===== config.mk =====
export PLATFORM = sky130hd
export DESIGN_NAME = fps_follower_sync
export DESIGN_NICKNAME = d
export VERILOG_FILES = /design/src/pkg/fps_pkg.sv /design/src/hw/fps_follower_sync.sv
export SDC_FILE = /design/constraint.sdc
export NUM_CORES = 1
export LEC_CHECK = 0
export BUFFER_PORTS_ARGS = -buffer_cell sky130_fd_sc_hd__clkbuf_2
export CAP_MARGIN = 0
export CORE_MARGIN = 3
export CORE_UTILIZATION = 35
export DETAILED_ROUTE_END_ITERATION = 10
export PLACE_DENSITY_LB_ADDON = 0.3
export SYNTH_ARGS = -nofsm -noshare
export SYNTH_HDL_FRONTEND = slang
export SYNTH_SLANG_ARGS = --single-unit
export TNS_END_PERCENT = 10

===== constraint.sdc =====
create_clock -name CLK -period 8.4 [get_ports CLK]
set_input_delay 0.84 -clock CLK [delete_from_list [all_inputs] [get_ports CLK]]
set_output_delay 0.84 -clock CLK [all_outputs]
set_load 0.05 [all_outputs]

===== src/pkg/fps_pkg.sv =====
// Constants for the follower position bookkeeping block.
// Assumes one clock domain at 20 MHz and an AHB-Lite register bus.
package fps_pkg;

  // --------------------------------------------------------------
  // Register byte offsets.
  // --------------------------------------------------------------
  localparam logic [7:0] OFF_CTRL      = 8'h00;
  localparam logic [7:0] OFF_SET_POS   = 8'h04;
  localparam logic [7:0] OFF_SELECT    = 8'h08;
  localparam logic [7:0] OFF_MOVE_DIST = 8'h0C;
  localparam logic [7:0] OFF_MOVE_VEL  = 8'h10;
  localparam logic [7:0] OFF_HOME_VAL  = 8'h14;
  localparam logic [7:0] OFF_EDGE_CFG  = 8'h18;
  localparam logic [7:0] OFF_STATUS    = 8'h1C;
  localparam logic [7:0] OFF_ACT_POS   = 8'h20;
  localparam logic [7:0] OFF_POS_ERR   = 8'h24;
  localparam logic [7:0] OFF_PROG_POS  = 8'h28;
  localparam logic [7:0] OFF_USER_DATA = 8'h2C;
  localparam logic [7:0] OFF_TRIG_POS  = 8'h30;
  localparam logic [7:0] OFF_IRQ_STAT  = 8'h34;
  localparam logic [7:0] OFF_IRQ_CLR   = 8'h38;
  localparam logic [7:0] OFF_IRQ_EN    = 8'h3C;
  localparam logic [7:0] OFF_ERR_CODE  = 8'h40;

  // --------------------------------------------------------------
  // Control register fields.
  // --------------------------------------------------------------
  localparam int CTRL_ENABLE_FOLLOWER = 0;
  localparam int CTRL_RAMP_EN         = 1;
  localparam int CTRL_ABORT_ALL       = 2;
  localparam int CTRL_FIND_HOME       = 4;
  localparam int CTRL_EXEC_PROGRAM    = 5;
  localparam int CTRL_CONT_MOVE       = 6;

  // Status register fields.
  localparam int ST_MOVING        = 0;
  localparam int ST_FOLLOWER_ACT  = 1;
  localparam int ST_POS_VALID     = 2;
  localparam int ST_PROG_RUN      = 3;

  // Interrupt event bits.
  localparam int IRQ_HOME_DONE = 0;
  localparam int IRQ_TRIP      = 1;
  localparam int IRQ_ERROR     = 2;
  localparam int IRQ_MOVE_DONE = 3;
  localparam int IRQ_W         = 4;

  // --------------------------------------------------------------
  // Error codes and reset values.
  // --------------------------------------------------------------
  localparam logic [7:0]  ERR_NONE        = 8'h00;
  localparam logic [7:0]  ERR_HOME_FOLLOW = 8'h01;
  localparam logic [7:0]  ERR_SETPOS_MOVE = 8'h02;
  localparam logic [31:0] RST_WORD        = 32'h0000_0000;
  localparam logic [31:0] PROG_REF_POS    = 32'h0000_0000;
  localparam logic [15:0] RAMP_MAX_STEP   = 16'h0004;

  // --------------------------------------------------------------
  // Servo update timing.
  // --------------------------------------------------------------
  localparam int CLK_FREQ_HZ        = 20_000_000;
  localparam int SERVO_PERIOD_US    = 2000;
  localparam int SERVO_CYCLES_DEF   = CLK_FREQ_HZ / 1_000_000 * SERVO_PERIOD_US;

  typedef enum logic [1:0]
  {
    FPS_IDLE = 2'b00,
    FPS_POS_MOVE = 2'b01,
    FPS_CONT_MOVE = 2'b10,
    FPS_HOME = 2'b11
  } fps_mode_t;

endpackage : fps_pkg


===== src/hw/fps_follower_sync.sv =====
// Follower axis position bookkeeping with an AHB-Lite register slave.
// Assumes pins EDGE_IN, HOME_SW, MASTER_STEP and MASTER_DIR are asynchronous,
// POS_ERROR comes from the servo loop on CLK, and the bus is zero-wait.
`timescale 1ns/1ns

module fps_follower_sync #(
  parameter int unsigned SERVO_CYCLES = fps_pkg::SERVO_CYCLES_DEF
) (
  input  wire logic        CLK,
  input  wire logic        RST_N,
  input  wire logic        HSEL,
  input  wire logic [31:0] HADDR,
  input  wire logic [1:0]  HTRANS,
  input  wire logic        HWRITE,
  input  wire logic [2:0]  HSIZE,
  input  wire logic [31:0] HWDATA,
  input  wire logic        HREADY,
  output logic      [31:0] HRDATA,
  output logic             HREADYOUT,
  output logic             HRESP,
  input  wire logic [15:0] EDGE_IN,
  input  wire logic        HOME_SW,
  input  wire logic        MASTER_STEP,
  input  wire logic        MASTER_DIR,
  input  wire logic [31:0] POS_ERROR,
  output logic             IRQ,
  output logic             MOVING,
  output logic             FOLLOWER_ACTIVE,
  output logic             POSITION_VALID
);

  // ----------------------------------------------------------------
  // Helpers.
  // ----------------------------------------------------------------
  function automatic logic [31:0] abs32(input logic [31:0] v);
    abs32 = v[31] ? 32'(-v) : v;
  endfunction : abs32

  function automatic logic [31:0] sext16(input logic [15:0] v);
    sext16 = {{16{v[15]}}, v};
  endfunction : sext16

  // ----------------------------------------------------------------
  // Declarations.
  // ----------------------------------------------------------------
  localparam int IRQ_W_L = fps_pkg::IRQ_W - 1;

  logic [15:0]       edge_s1_reg, edge_s2_reg, edge_s3_reg;
  logic [2:0]        home_sync_reg;
  logic [2:0]        mstep_sync_reg;
  logic [1:0]        mdir_sync_reg;
  logic              wr_pend_reg;
  logic [7:0]        wr_addr_reg;
  logic [31:0]       hrdata_reg;
  logic [31:0]       ctrl_reg;
  logic [1:0]        select_reg;
  logic [15:0]       vel_reg;
  logic [31:0]       home_val_reg;
  logic [4:0]        edge_cfg_reg;
  logic [31:0]       act_pos_reg, pos_err_reg, prog_pos_reg, trig_pos_reg, remain_reg;
  logic [7:0]        err_code_reg;
  logic [IRQ_W_L:0]  irq_stat_reg, irq_en_reg;
  logic              follow_reg, pos_valid_reg, prog_run_reg;
  logic [31:0]       tick_cnt_reg;
  logic [15:0]       master_acc_reg;
  fps_pkg::fps_mode_t mode_reg;

  logic              tick, wr_ctrl, wr_setpos, wr_dist, wr_clr;
  logic              cmd_home, cmd_exec, cmd_cont, abort_all, en_follow;
  logic              setpos_ok, setpos_bad, home_bad, home_done, move_done, trip;
  logic              edge_now, edge_old, home_rise, mstep_rise;
  logic [31:0]       step, cmd_pos, master_apply;
  logic [15:0]       master_next;
  logic [IRQ_W_L:0]  irq_ev;

  // ----------------------------------------------------------------
  // Input synchronisers.
  // ----------------------------------------------------------------
  always_ff @(posedge CLK or negedge RST_N)
  begin
    if (!RST_N)
    begin
      edge_s1_reg    <= 16'h0000;
      edge_s2_reg    <= 16'h0000;
      edge_s3_reg    <= 16'h0000;
      home_sync_reg  <= 3'h0;
      mstep_sync_reg <= 3'h0;
      mdir_sync_reg  <= 2'h0;
    end
    else
    begin
      edge_s1_reg    <= EDGE_IN;
      edge_s2_reg    <= edge_s1_reg;
      edge_s3_reg    <= edge_s2_reg;
      home_sync_reg  <= {home_sync_reg[1:0], HOME_SW};
      mstep_sync_reg <= {mstep_sync_reg[1:0], MASTER_STEP};
      mdir_sync_reg  <= {mdir_sync_reg[0], MASTER_DIR};
    end
  end

  assign edge_now   = edge_s2_reg[edge_cfg_reg[3:0]] ^ edge_cfg_reg[4];
  assign edge_old   = edge_s3_reg[edge_cfg_reg[3:0]] ^ edge_cfg_reg[4];
  assign home_rise  = home_sync_reg[1] & ~home_sync_reg[2];
  assign mstep_rise = mstep_sync_reg[1] & ~mstep_sync_reg[2];

  // ----------------------------------------------------------------
  // AHB-Lite slave: zero wait, always OKAY, read data registered.
  // ----------------------------------------------------------------
  assign HREADYOUT = 1'b1;
  assign HRESP     = 1'b0;
  assign HRDATA    = hrdata_reg;

  always_ff @(posedge CLK or negedge RST_N)
  begin
    if (!RST_N)
    begin
      wr_pend_reg <= 1'b0;
      wr_addr_reg <= 8'h00;
    end
    else
    begin
      wr_pend_reg <= HSEL & HTRANS[1] & HREADY & HWRITE;
      wr_addr_reg <= HADDR[7:0];
    end
  end

  // Reads decode in the address phase so data stands from a flop in the data phase.
  always_ff @(posedge CLK or negedge RST_N)
  begin
    if (!RST_N)
      hrdata_reg <= fps_pkg::RST_WORD;
    else if (HSEL & HTRANS[1] & HREADY & ~HWRITE)
    begin
      case (HADDR[7:0])
        fps_pkg::OFF_CTRL:      hrdata_reg <= ctrl_reg;
        fps_pkg::OFF_SELECT:    hrdata_reg <= {30'h0, select_reg};
        fps_pkg::OFF_MOVE_VEL:  hrdata_reg <= {16'h0000, vel_reg};
        fps_pkg::OFF_HOME_VAL:  hrdata_reg <= home_val_reg;
        fps_pkg::OFF_EDGE_CFG:  hrdata_reg <= {27'h0, edge_cfg_reg};
        fps_pkg::OFF_STATUS:    hrdata_reg <= {28'h0, prog_run_reg, pos_valid_reg,
                                               follow_reg, MOVING};
        fps_pkg::OFF_ACT_POS:   hrdata_reg <= act_pos_reg;
        fps_pkg::OFF_POS_ERR:   hrdata_reg <= pos_err_reg;
        fps_pkg::OFF_PROG_POS:  hrdata_reg <= prog_pos_reg;
        fps_pkg::OFF_USER_DATA:
        begin
          case (select_reg)
            2'd0:    hrdata_reg <= act_pos_reg;
            2'd1:    hrdata_reg <= pos_err_reg;
            2'd2:    hrdata_reg <= prog_pos_reg;
            default: hrdata_reg <= cmd_pos;
          endcase
        end
        fps_pkg::OFF_TRIG_POS:  hrdata_reg <= trig_pos_reg;
        fps_pkg::OFF_IRQ_STAT:  hrdata_reg <= {28'h0, irq_stat_reg};
        fps_pkg::OFF_IRQ_EN:    hrdata_reg <= {28'h0, irq_en_reg};
        fps_pkg::OFF_ERR_CODE:  hrdata_reg <= {24'h0, err_code_reg};
        default:                hrdata_reg <= fps_pkg::RST_WORD;
      endcase
    end
  end

  assign wr_ctrl   = wr_pend_reg & (wr_addr_reg == fps_pkg::OFF_CTRL);
  assign wr_setpos = wr_pend_reg & (wr_addr_reg == fps_pkg::OFF_SET_POS);
  assign wr_dist   = wr_pend_reg & (wr_addr_reg == fps_pkg::OFF_MOVE_DIST);
  assign wr_clr    = wr_pend_reg & (wr_addr_reg == fps_pkg::OFF_IRQ_CLR);

  // Command bits act as one-shot pulses on a control write; level bits are stored.
  assign cmd_home  = wr_ctrl & HWDATA[fps_pkg::CTRL_FIND_HOME];
  assign cmd_exec  = wr_ctrl & HWDATA[fps_pkg::CTRL_EXEC_PROGRAM];
  assign cmd_cont  = wr_ctrl & HWDATA[fps_pkg::CTRL_CONT_MOVE];
  assign en_follow = ctrl_reg[fps_pkg::CTRL_ENABLE_FOLLOWER];
  assign abort_all = ctrl_reg[fps_pkg::CTRL_ABORT_ALL];

  always_ff @(posedge CLK or negedge RST_N)
  begin
    if (!RST_N)
    begin
      ctrl_reg     <= fps_pkg::RST_WORD;
      select_reg   <= 2'd0;
      vel_reg      <= 16'h0000;
      home_val_reg <= fps_pkg::RST_WORD;
      edge_cfg_reg <= 5'h00;
      irq_en_reg   <= '0;
    end
    else if (wr_pend_reg)
    begin
      case (wr_addr_reg)
        fps_pkg::OFF_CTRL:     ctrl_reg     <= {29'h0, HWDATA[2:0]};
        fps_pkg::OFF_SELECT:   select_reg   <= HWDATA[1:0];
        fps_pkg::OFF_MOVE_VEL: vel_reg      <= HWDATA[15:0];
        fps_pkg::OFF_HOME_VAL: home_val_reg <= HWDATA;
        fps_pkg::OFF_EDGE_CFG: edge_cfg_reg <= HWDATA[4:0];
        fps_pkg::OFF_IRQ_EN:   irq_en_reg   <= HWDATA[IRQ_W_L:0];
        default:               ctrl_reg     <= ctrl_reg;
      endcase
    end
  end

  // ----------------------------------------------------------------
  // Servo update tick.
  // ----------------------------------------------------------------
  always_ff @(posedge CLK or negedge RST_N)
  begin
    if (!RST_N)
      tick_cnt_reg <= 32'h0000_0000;
    else if (tick)
      tick_cnt_reg <= 32'h0000_0000;
    else
      tick_cnt_reg <= tick_cnt_reg + 32'h0000_0001;
  end

  assign tick = (tick_cnt_reg == 32'(SERVO_CYCLES - 1));

  // ----------------------------------------------------------------
  // Internal move generator.
  // ----------------------------------------------------------------
  always_comb
  begin
    case (mode_reg)
      fps_pkg::FPS_POS_MOVE:
        if (abs32(remain_reg) <= abs32(sext16(vel_reg)))
          step = remain_reg;
        else
          step = remain_reg[31] ? 32'(-abs32(sext16(vel_reg))) : abs32(sext16(vel_reg));
      fps_pkg::FPS_CONT_MOVE, fps_pkg::FPS_HOME:
        step = sext16(vel_reg);
      default:
        step = 32'h0000_0000;
    endcase
  end

  assign MOVING     = (mode_reg != fps_pkg::FPS_IDLE);
  assign cmd_pos    = act_pos_reg + pos_err_reg;
  assign home_bad   = cmd_home & en_follow;
  assign setpos_ok  = wr_setpos & ~MOVING;
  assign setpos_bad = wr_setpos & MOVING;
  assign home_done  = (mode_reg == fps_pkg::FPS_HOME) & home_rise & ~abort_all;
  assign move_done  = tick & (mode_reg == fps_pkg::FPS_POS_MOVE) & (remain_reg == step);

  always_ff @(posedge CLK or negedge RST_N)
  begin
    if (!RST_N)
    begin
      mode_reg   <= fps_pkg::FPS_IDLE;
      remain_reg <= fps_pkg::RST_WORD;
    end
    else if (abort_all)
      mode_reg   <= fps_pkg::FPS_IDLE;
    else if (cmd_home & ~en_follow)
      mode_reg   <= fps_pkg::FPS_HOME;
    else if (wr_dist)
    begin
      mode_reg   <= fps_pkg::FPS_POS_MOVE;
      remain_reg <= HWDATA;
    end
    else if (cmd_cont)
      mode_reg   <= fps_pkg::FPS_CONT_MOVE;
    else if (home_done | move_done)
      mode_reg   <= fps_pkg::FPS_IDLE;
    else if (tick & (mode_reg == fps_pkg::FPS_POS_MOVE))
      remain_reg <= remain_reg - step;
  end

  // ----------------------------------------------------------------
  // Follower engagement and master count accumulation.
  // ----------------------------------------------------------------
  assign trip = en_follow & ~follow_reg & edge_now & ~edge_old;

  always_ff @(posedge CLK or negedge RST_N)
  begin
    if (!RST_N)
    begin
      follow_reg   <= 1'b0;
      trig_pos_reg <= fps_pkg::RST_WORD;
    end
    else if (!en_follow)
      follow_reg   <= 1'b0;
    else if (trip)
    begin
      follow_reg   <= 1'b1;
      trig_pos_reg <= cmd_pos;
    end
  end

  // The ramp limits master counts applied per tick; the backlog is carried so
  // the follower catches up; counts applied on a tick taken over by a synchronising load are lost.
  always_comb
  begin
    master_apply = sext16(master_acc_reg);
    if (ctrl_reg[fps_pkg::CTRL_RAMP_EN])
    begin
      if (master_acc_reg[15] & (abs32(sext16(master_acc_reg)) > 32'(fps_pkg::RAMP_MAX_STEP)))
        master_apply = 32'(-sext16(fps_pkg::RAMP_MAX_STEP));
      else if (!master_acc_reg[15] && master_acc_reg > fps_pkg::RAMP_MAX_STEP)
        master_apply = sext16(fps_pkg::RAMP_MAX_STEP);
    end
    master_next = master_acc_reg - (tick ? master_apply[15:0] : 16'h0000);
    if (mstep_rise)
      master_next = mdir_sync_reg[1] ? master_next - 16'h0001 : master_next + 16'h0001;
  end

  always_ff @(posedge CLK or negedge RST_N)
  begin
    if (!RST_N)
      master_acc_reg <= 16'h0000;
    else if (!follow_reg)
      master_acc_reg <= 16'h0000;
    else
      master_acc_reg <= master_next;
  end

  // ----------------------------------------------------------------
  // Position registers. Synchronising loads take precedence over a tick.
  // ----------------------------------------------------------------
  always_ff @(posedge CLK or negedge RST_N)
  begin
    if (!RST_N)
    begin
      act_pos_reg  <= fps_pkg::RST_WORD;
      pos_err_reg  <= fps_pkg::RST_WORD;
      prog_pos_reg <= fps_pkg::RST_WORD;
    end
    else if (setpos_ok)
    begin
      act_pos_reg  <= HWDATA;
      prog_pos_reg <= HWDATA + pos_err_reg;
    end
    else if (home_done)
    begin
      act_pos_reg  <= home_val_reg;
      prog_pos_reg <= home_val_reg + pos_err_reg;
    end
    else if (cmd_exec)
      prog_pos_reg <= en_follow ? fps_pkg::PROG_REF_POS : cmd_pos;
    else if (tick)
    begin
      // Master counts reach only actual position; the 32-bit adder wraps.
      act_pos_reg  <= act_pos_reg + step + (follow_reg ? master_apply : 32'h0);
      pos_err_reg  <= POS_ERROR;
      prog_pos_reg <= prog_pos_reg + step;
    end
  end

  // ----------------------------------------------------------------
  // Status flags and errors.
  // ----------------------------------------------------------------
  always_ff @(posedge CLK or negedge RST_N)
  begin
    if (!RST_N)
    begin
      pos_valid_reg <= 1'b0;
      prog_run_reg  <= 1'b0;
      err_code_reg  <= fps_pkg::ERR_NONE;
    end
    else
    begin
      if (home_done)
        pos_valid_reg <= 1'b1;
      if (cmd_exec)
        prog_run_reg  <= 1'b1;
      else if (abort_all | ~en_follow & follow_reg)
        prog_run_reg  <= 1'b0;
      if (home_bad)
        err_code_reg  <= fps_pkg::ERR_HOME_FOLLOW;
      else if (setpos_bad)
        err_code_reg  <= fps_pkg::ERR_SETPOS_MOVE;
    end
  end

  assign FOLLOWER_ACTIVE = follow_reg;
  assign POSITION_VALID  = pos_valid_reg;

  // ----------------------------------------------------------------
  // Interrupts: a new event wins over a clear in the same cycle.
  // ----------------------------------------------------------------
  always_comb
  begin
    irq_ev = '0;
    irq_ev[fps_pkg::IRQ_HOME_DONE] = home_done;
    irq_ev[fps_pkg::IRQ_TRIP]      = trip;
    irq_ev[fps_pkg::IRQ_ERROR]     = home_bad | setpos_bad;
    irq_ev[fps_pkg::IRQ_MOVE_DONE] = move_done;
  end

  always_ff @(posedge CLK or negedge RST_N)
  begin
    if (!RST_N)
      irq_stat_reg <= '0;
    else
      irq_stat_reg <= (irq_stat_reg & ~(wr_clr ? HWDATA[IRQ_W_L:0] : '0)) | irq_ev;
  end

  assign IRQ = |(irq_stat_reg & irq_en_reg);

  // ----------------------------------------------------------------
  // Checks.
  // ----------------------------------------------------------------
  chk_home_reject: assert property (@(posedge CLK) disable iff (!RST_N)
    home_bad |=> err_code_reg == fps_pkg::ERR_HOME_FOLLOW && mode_reg != fps_pkg::FPS_HOME)
    else $error("homing accepted while following");
  chk_setpos_load: assert property (@(posedge CLK) disable iff (!RST_N)
    setpos_ok |=> act_pos_reg == $past(HWDATA) && prog_pos_reg == act_pos_reg + pos_err_reg)
    else $error("set position did not synchronise");
  chk_setpos_refuse: assert property (@(posedge CLK) disable iff (!RST_N)
    setpos_bad |=> err_code_reg == fps_pkg::ERR_SETPOS_MOVE)
    else $error("set position while moving not refused");
  chk_exec_plain: assert property (@(posedge CLK) disable iff (!RST_N)
    cmd_exec && !en_follow && !setpos_ok && !home_done
      |=> prog_pos_reg == $past(act_pos_reg) + $past(pos_err_reg))
    else $error("program start did not sync program position");
  chk_exec_follow: assert property (@(posedge CLK) disable iff (!RST_N)
    cmd_exec && en_follow && !setpos_ok && !home_done |=> prog_pos_reg == fps_pkg::PROG_REF_POS)
    else $error("program start while following not zero");
  chk_abort_stop: assert property (@(posedge CLK) disable iff (!RST_N)
    abort_all |=> !MOVING [*2])
    else $error("move survived abort");
  chk_trip_save: assert property (@(posedge CLK) disable iff (!RST_N)
    trip |=> follow_reg && trig_pos_reg == $past(cmd_pos))
    else $error("trigger did not engage or save position");
  chk_valid_home: assert property (@(posedge CLK) disable iff (!RST_N)
    home_done |=> POSITION_VALID && act_pos_reg == $past(home_val_reg))
    else $error("homing did not validate position");
  chk_master_only: assert property (@(posedge CLK) disable iff (!RST_N)
    tick && !MOVING && !setpos_ok && !home_done && !cmd_exec |=> $stable(prog_pos_reg))
    else $error("master counts moved program position");

  cov_home_done:   cover property (@(posedge CLK) disable iff (!RST_N) home_done);
  cov_trip:        cover property (@(posedge CLK) disable iff (!RST_N) trip ##[1:1000] cmd_exec);
  cov_setpos_bad:  cover property (@(posedge CLK) disable iff (!RST_N) setpos_bad);
  cov_move_done:   cover property (@(posedge CLK) disable iff (!RST_N) move_done);

endmodule : fps_follower_sync


==> Implementation_results.wiki, run 1 <==
{| class="wikitable"
! Metric !! Value
|-
| Run status || complete, no violations
|-
| Setup repair after global routing missed its margin || false
|-
| Detailed-router iteration count before antenna repair || 6
|-
| Sequential element share of the synthesized area || 0.299
|-
| Fraction of final layout cells sized beyond drive strength 1 || 0.125
|-
| Count of pins over their slew limit || 0
|-
| Worst hold-check path type || in -> async
|-
| Number of nets with antenna violations after routing || 0
|-
| VDD IR max || 0.148 mV
|-
| Sum of net half-perimeters after detailed placement || 85.0 mm
|-
| Total negative slack for setup checks || 0 ns
|-
| Worst path required time || 8.92 ns
|-
| Final non-filler cell total || 4,915
|-
| Share of synthesized area spent on multiplexers || 0.0618
|-
| Initial antenna violation count || 4
|-
| Routability congestion estimate from global placement || 0.967
|-
| Area share of fa/ha/maj cells after synthesis || 0.126
|-
| Kind of capture point of the worst setup path || register
|-
| Endpoint of the lowest-slack register-to-register path || act_pos_reg[31]
|-
| Total global routing track utilization || 0.240
|-
| First DRT Iteration DRCs || 2,936
|-
| Final number of hold-violating endpoints || 0
|-
| First-pass GRT wire length || 174 mm
|-
| DRC violation count after routing || 0
|-
| Final period demand of the worst path || 7.87 ns
|-
| Beginning of the worst register-to-register path || remain_reg[2]
|-
| Simple-gate portion of the synthesized area || 0.162
|-
| Highest attainable clock frequency || 127 MHz
|-
| Slowest library cell on the worst path || sky130_fd_sc_hd__fa_1
|-
| TritonCTS clock tree || yes
|-
| Final WL || 117 mm
|-
| Class of the most critical setup path || reg -> reg
|-
| Delay of the slowest cell on the worst path || 0.53 ns
|-
| Chip width || 306 um
|-
| Synth warnings || 0
|-
| Transition time of the tightest slew-check pin || 1.25 ns
|-
| Number of buffer cells added on primary ports || 132
|-
| Post-cts repair resize count || 0
|-
| Compound-Gate Fraction of Synth Area || 0.243
|-
| Growth of design area from synthesis to finish || 12.2%
|-
| Gate family responsible for the most delay along the worst path || compound AO/OA/AOI/OAI gates
|-
| Total of flip-flops plus latches after synthesis || 378
|-
| Buffer depth of the longest clock path || 3
|-
| Initial cell density of the core || 0.355
|-
| Worst Path Max Fanout || 8
|-
| Final-layout worst hold slack || 0.189 ns
|-
| Async set-reset flop share out of synthesis || 1.00
|-
| Post-CTS clock slew at the launch and capture registers of the worst setup and hold paths || 0.07 ns
|-
| H-Tree Level Count || 2
|-
| Leakage power || 16.5 nW
|-
| Fin util || 0.399
|-
| Pin count of the biggest net entering global routing || 169
|-
| Area inside the core boundary || 88,900 um2
|-
| Max-cap violations || 0
|-
| Routed length per instance || 23.7 um
|-
| Latest clock arrival within the worst-skew pair || 0.61 ns
|-
| Xor/xnor share of the synthesized area || 0.0732
|-
| Number of nets in the layout || 4,128
|-
| Number of buffers added by the clock tree synthesis step || 47
|-
| Pwr/cell area || 188 nW/um2
|-
| Mean post-synth cell area || 8.74 um2
|-
| Logic depth of the worst register-to-register path || 33
|-
| Top flip-flop cell by instance count after synthesis || sky130_fd_sc_hd__dfrtp_1
|-
| # setup viols final || 0
|-
| Cell chosen for the clock root || sky130_fd_sc_hd__clkbuf_16
|-
| Sink count of the clock tree || 378
|-
| Number of unique standard cell types used by synthesis || 86
|-
| Total grt overflow || 0
|-
| Dominant combinational cell family by area after synthesis || compound AO/OA/AOI/OAI gates
|-
| Number of placed I/O pins || 163
|-
| Die area || 93,900 um2
|-
| R2R Setup Slk || 0.53 ns
|-
| Synthesized cell area || 31,600 um2
|-
| Height of the chip || 306 um
|-
| Num rows || 109
|-
| Max Clock Skew || 0.0153 ns
|-
| Period utilisation layout || 0.937
|-
| Vias post-DR || 29,400
|-
| Total instance count after detailed placement || 4,825
|-
| Relative slew margins || 0.166
|-
| WP data arrival || 8.39 ns
|-
| Number of global-route vias before repair || 27,800
|-
| Filler Cell Count || 9,009
|-
| Cts-stage hold buffer count || 0
|-
| Buffers inserted by post-CTS timing repair || 0
|-
| Kind of launch point of the worst setup path || register
|-
| Synth Instances || 3,616
|-
| Count of flip-flops with a built-in enable after synthesis || 0
|-
| Vias per cell || 5.98
|-
| Buffer and inverter count on the worst path || 3
|}
==> worst register-to-register path, delay by kind of cell (launching register included) <==
kind                       cells  cell delay [ns]
AOI/OAI and AO/OA             14             2.91
buffers and inverters          3             0.39
adders and majority gates      4             1.41
xor gates and xnor gates       2             0.34
DFF                            1             0.48
and+or+nand+nor               10             2.23
==> cell usage after synthesis (all sizes together), types with 35 or more instances <==
library cell / number / share of area
xnor2: 175 / 0.049
nor2: 242 / 0.029
a31oi: 36 / 0.0071
mux4: 36 / 0.026
dfrtp: 378 / 0.30
ha: 255 / 0.10
a21oi: 302 / 0.048
nand2b: 44 / 0.0087
o21a: 58 / 0.014
nand2: 418 / 0.050
fa: 39 / 0.025
xor2: 88 / 0.025
nor2b: 51 / 0.010
nand3: 89 / 0.014
a22oi: 82 / 0.019
a21o: 97 / 0.023
a211oi: 48 / 0.011
o21ai: 225 / 0.036
o211ai: 35 / 0.0083
nor3: 48 / 0.0076
clkbuf: 142 / 0.017
inv: 112 / 0.013
mux2: 87 / 0.031
==> power breakdown <==
group          leakage (nW)  internal, mW  total, mW  switching, mW
Combinational          10.9          1.04       2.41           1.36
Sequential             4.84          1.95       2.09          0.147
Clock                 0.773          1.27       2.16          0.890
Total                  16.5          4.26       6.66           2.40
==> logic make-up after synthesis <==
family,count (synthesis)
DFF,378
adders and majority gates,294
muxes,139
xor gates and xnor gates,263
AOI/OAI and AO/OA,1164
other,2
buffers and inverters,283
and+or+nand+nor,1093
==> stage by stage <==
| step | worst slack, ns | power (mW) | area (um2) |
|---|---|---|---|
| finish | 0.530 | 6.66 | 35500 |
| global route | 0.0951 | 7.06 | 35400 |
| CTS | 0.0963 | 6.66 | 35400 |
| detailed placement | 0.138 | 4.48 | 33800 |
| global placement | 0.291 | 4.45 | 33800 |
| floorplan | 1.03 | 3.90 | 31600 |
==> cells in the final DEF, fill, tap and decap left out, types with 32 or more instances in the layout <==
cell / instances
sky130_fd_sc_hd__a31oi_1: 35
sky130_fd_sc_hd__o21a_1: 58
sky130_fd_sc_hd__a22oi_1: 82
sky130_fd_sc_hd__a21o_1: 97
sky130_fd_sc_hd__nand3_1: 88
sky130_fd_sc_hd__o21ai_0: 224
sky130_fd_sc_hd__dfrtp_1: 377
sky130_fd_sc_hd__o211ai_1: 35
sky130_fd_sc_hd__nor3_1: 43
sky130_fd_sc_hd__fa_1: 39
sky130_fd_sc_hd__nor2b_1: 51
sky130_fd_sc_hd__mux4_2: 36
sky130_fd_sc_hd__a211oi_1: 47
sky130_fd_sc_hd__nand2_1: 418
sky130_fd_sc_hd__nand4_1: 32
sky130_fd_sc_hd__xor2_1: 87
sky130_fd_sc_hd__mux2_2: 87
sky130_fd_sc_hd__nor2_1: 231
sky130_fd_sc_hd__ha_1: 255
sky130_fd_sc_hd__clkbuf_2: 131
sky130_fd_sc_hd__a21oi_1: 300
sky130_fd_sc_hd__inv_1: 112
sky130_fd_sc_hd__xnor2_1: 175
sky130_fd_sc_hd__buf_4: 62
sky130_fd_sc_hd__nand2b_1: 44
sky130_fd_sc_hd__clkbuf_16: 47
==> layout make-up <==
type,count,area [um2],share of cell area
clock buffer,65,1320,0.0373
timing repair buffer,197,1200,0.0337
sequential,378,9460,0.267
antenna,4,10.0,0.000282
multi-input combinational,2971,21300,0.600
clock inverter,21,290,0.00819
inverter,114,428,0.0121
tap,1165,1460,0.0411
==> worst max-delay path by stage <==
stage	cells past startpoint	to	start
after floorplan	32	act_pos_reg[28]	remain_reg[4]
final	33	act_pos_reg[31]	remain_reg[2]
after detailed placement	30	remain_reg[31]	remain_reg[4]
after global routing	31	act_pos_reg[31]	vel_reg[0]
after CTS	30	remain_reg[31]	remain_reg[4]
after global placement	32	act_pos_reg[28]	remain_reg[4]
==> metal layers <==
metal,track usage,up-vias,share of wire
met5,0,-,0
met4,0.0943,0,0.044
met3,0.0426,246,0.085
met2,0.366,1352,0.43
met1,0.339,14300,0.44
li1,-,13500,-
(Power assumes the default switching activity.)
==> run 2, diff against run 1 <==
--- a/config.mk
+++ b/config.mk
@@ -10,6 +10,7 @@
 export CORE_MARGIN = 3
 export CORE_UTILIZATION = 35
 export DETAILED_ROUTE_END_ITERATION = 10
+export MAX_ROUTING_LAYER = met4
 export PLACE_DENSITY_LB_ADDON = 0.3
 export SYNTH_ARGS = -nofsm -noshare
 export SYNTH_HDL_FRONTEND = slang
==> Implementation_results.wiki, run 2 (same netlist as run 1, synthesis figures left out) <==
{| class="wikitable"
! Metric !! Value
|-
| Run status || complete, no violations (unchanged)
|-
| Kind of launch point of the worst setup path || register (unchanged)
|-
| Final-layout worst hold slack || 0.220 ns (was 0.189 ns)
|-
| First DRT Iteration DRCs || 3,212 (was 2,936)
|-
| Fin util || 0.399 (about the same)
|-
| Total negative slack for setup checks || 0 ns (unchanged)
|-
| Share of total power in sequential cells || 0.312 (was 0.314)
|-
| Gate family responsible for the most delay along the worst path || compound AO/OA/AOI/OAI gates (unchanged)
|-
| Combinational power share || 0.359 (was 0.362)
|-
| First-pass GRT wire length || 175 mm (was 174 mm)
|-
| Vias post-DR || 29,100 (was 29,400)
|-
| Overall power || 6.69 mW (was 6.66 mW)
|-
| # setup viols final || 0 (unchanged)
|-
| Part of the total power dissipated in the clock network || 0.329 (was 0.324)
|-
| Highest attainable clock frequency || 127 MHz (about the same)
|-
| Endpoint of the lowest-slack register-to-register path || remain_reg[28] (was act_pos_reg[31])
|-
| Count of pins over their slew limit || 0 (unchanged)
|-
| Routability congestion estimate from global placement || 0.963 (was 0.967)
|-
| Post-CTS clock slew at the launch and capture registers of the worst setup and hold paths || 0.07 ns (about the same)
|-
| Max-cap violations || 0 (unchanged)
|-
| Initial cell density of the core || 0.355 (unchanged)
|-
| Initial antenna violation count || 4 (unchanged)
|-
| Total instance count after detailed placement || 4,817 (was 4,825)
|-
| Number of buffer cells added on primary ports || 132 (unchanged)
|-
| Endpoint of the most critical setup path || remain_reg[28] (was act_pos_reg[31])
|-
| Most common library cell in the layout ignoring fill and taps || sky130_fd_sc_hd__nand2_1 (unchanged)
|-
| R2R Setup Slk || 0.50 ns (was 0.53 ns)
|-
| Relative slew margins || 0.146 (was 0.166)
|-
| Logic depth of the worst register-to-register path || 29 (was 33)
|-
| Max Clock Skew || 0.0225 ns (was 0.0153 ns)
|-
| Latest clock arrival within the worst-skew pair || 0.62 ns (was 0.61 ns)
|-
| Cell chosen for the clock root || sky130_fd_sc_hd__clkbuf_16 (unchanged)
|-
| Die area || 93,900 um2 (unchanged)
|-
| Chip width || 306 um (unchanged)
|-
| Sink count of the clock tree || 378 (unchanged)
|-
| Number of global-route vias before repair || 27,800 (about the same)
|-
| Number of placed I/O pins || 163 (unchanged)
|-
| Period utilisation layout || 0.941 (was 0.937)
|-
| Worst Path Max Fanout || 7 (was 8)
|-
| Slowest library cell on the worst path || sky130_fd_sc_hd__or4b_1 (was sky130_fd_sc_hd__fa_1)
|-
| TritonCTS clock tree || yes (unchanged)
|-
| DRC violation count after routing || 0 (unchanged)
|-
| Pwr/cell area || 189 nW/um2 (was 188 nW/um2)
|-
| Sum of net half-perimeters after detailed placement || 84.2 mm (was 85.0 mm)
|-
| H-Tree Level Count || 2 (unchanged)
|-
| Buffer and inverter count on the worst path || 4 (was 3)
|-
| Total global routing track utilization || 0.249 (was 0.240)
|-
| Net switching component of the power || 2.39 mW (was 2.40 mW)
|-
| Final period demand of the worst path || 7.90 ns (was 7.87 ns)
|-
| Path length in cells of the critical path || 29 (was 33)
|-
| Buffer depth of the longest clock path || 3 (unchanged)
|-
| Routed length per instance || 23.6 um (was 23.7 um)
|-
| Growth of design area from synthesis to finish || 12.2% (about the same)
|-
| Number of nets with antenna violations after routing || 0 (unchanged)
|-
| Number of buffers added by the clock tree synthesis step || 47 (unchanged)
|-
| Delay of the slowest cell on the worst path || 0.63 ns (was 0.53 ns)
|-
| Launch point of the critical path || vel_reg[1] (was remain_reg[2])
|-
| Leakage power || 16.5 nW (about the same)
|-
| Total grt overflow || 0 (unchanged)
|-
| Cts-stage hold buffer count || 0 (unchanged)
|-
| Kind of capture point of the worst setup path || register (unchanged)
|-
| Area inside the core boundary || 88,900 um2 (unchanged)
|-
| Fraction of final layout cells sized beyond drive strength 1 || 0.123 (was 0.125)
|-
| Setup repair after global routing missed its margin || false (unchanged)
|-
| Final non-filler cell total || 4,910 (was 4,915)
|-
| Final number of hold-violating endpoints || 0 (unchanged)
|-
| Worst hold-check path type || in -> async (unchanged)
|-
| VDD IR max || 0.127 mV (was 0.148 mV)
|-
| Worst path required time || 8.93 ns (was 8.92 ns)
|-
| Beginning of the worst register-to-register path || vel_reg[1] (was remain_reg[2])
|-
| Transition time of the tightest slew-check pin || 1.28 ns (was 1.25 ns)
|-
| Height of the chip || 306 um (unchanged)
|-
| Num rows || 109 (unchanged)
|-
| Detailed-router iteration count before antenna repair || 7 (was 6)
|-
| Switch share || 0.358 (was 0.361)
|-
| Number of nets in the layout || 4,122 (was 4,128)
|-
| Vias per cell || 5.92 (was 5.98)
|-
| Final WL || 116 mm (was 117 mm)
|-
| Total internal power || 4.30 mW (was 4.26 mW)
|-
| Pin count of the biggest net entering global routing || 153 (was 169)
|-
| Most used cells in the layout excluding fill and tap cells || sky130_fd_sc_hd__nand2_1 (418), sky130_fd_sc_hd__dfrtp_1 (377), sky130_fd_sc_hd__a21oi_1 (300) (unchanged)
|-
| WP data arrival || 8.43 ns (was 8.39 ns)
|-
| Class of the most critical setup path || reg -> reg (unchanged)
|}
==> run 2: changes by cell type in the layout (fill, tap and decap cells not counted), moves of 2 or more <==
cell and change:
sky130_fd_sc_hd__a2111oi_1 -2, sky130_fd_sc_hd__clkinv_8 +2, sky130_fd_sc_hd__inv_6 -2, sky130_fd_sc_hd__buf_4 -6, sky130_fd_sc_hd__clkinv_2 +4, sky130_fd_sc_hd__a2111oi_0 +2, sky130_fd_sc_hd__o21ai_1 +2, sky130_fd_sc_hd__nor3_1 +2
sky130_fd_sc_hd__clkbuf_8 +2, sky130_fd_sc_hd__nor3_2 -2, sky130_fd_sc_hd__clkinvlp_4 -6, sky130_fd_sc_hd__o21ai_0 -2
==> run 2: metrics by stage <==
step,worst slack (ns),instance area [um2]
global placement,0.170,33700
detailed placement,0.0719,33700
CTS,0.0255,35400
global route,0.00981,35400
floorplan,1.03,31600
finish,0.499,35400
==> run 2: cell type report <==
class                           instances  area, um2
Clock buffer                           68       1360
Antenna cell                            4       10.0
Tap cell                             1165       1460
Inverter                              114        428
Fill cell                            9020      53500
Sequential cell                       378       9460
Clock inverter                         19        290
Multi-Input combinational cell       2971      21300
Timing Repair Buffer                  191       1150
==> run 2: what timing repair did <==
item,4_1_cts,5_1_grt
setup endpoints to repair,0,41
gates resized for setup,0,14
buffers inserted,0,2
==> run 2: worst min path at each step <==
stage	from	end	slack, ns	cells after the start
global placement	mstep_sync_reg[0]	mstep_sync_reg[1]	0.33	0
finish	RST_N	mdir_sync_reg[0]	0.22	1
detailed placement	edge_s1_reg[6]	edge_s2_reg[6]	0.33	0
global route	RST_N	mdir_sync_reg[0]	0.28	1
CTS	RST_N	mdir_sync_reg[0]	0.25	1
floorplan	edge_s1_reg[0]	edge_s2_reg[0]	0.33	0
==> run 2: power groups by stage <==
stage,registers [mW],clock network (mW),logic [mW]
6_report,2.09,2.20,2.40
5_1_grt,2.11,2.31,2.70
4_1_cts,2.09,2.23,2.37
3_5_place_dp,2.12,0,2.35
3_3_place_gp,2.12,0,2.32
2_1_floorplan,2.07,0,1.83
==> run 2: metal layers <==
layer,vias to the layer above,part of all wire,GRT usage,wire length (um)
met1,14000,0.45,0.344,51600
met4,0,0.036,0.0847,4160
met2,1321,0.43,0.364,49700
met5,-,0,-,0
li1,13500,-,-,-
met3,221,0.089,0.0491,10300
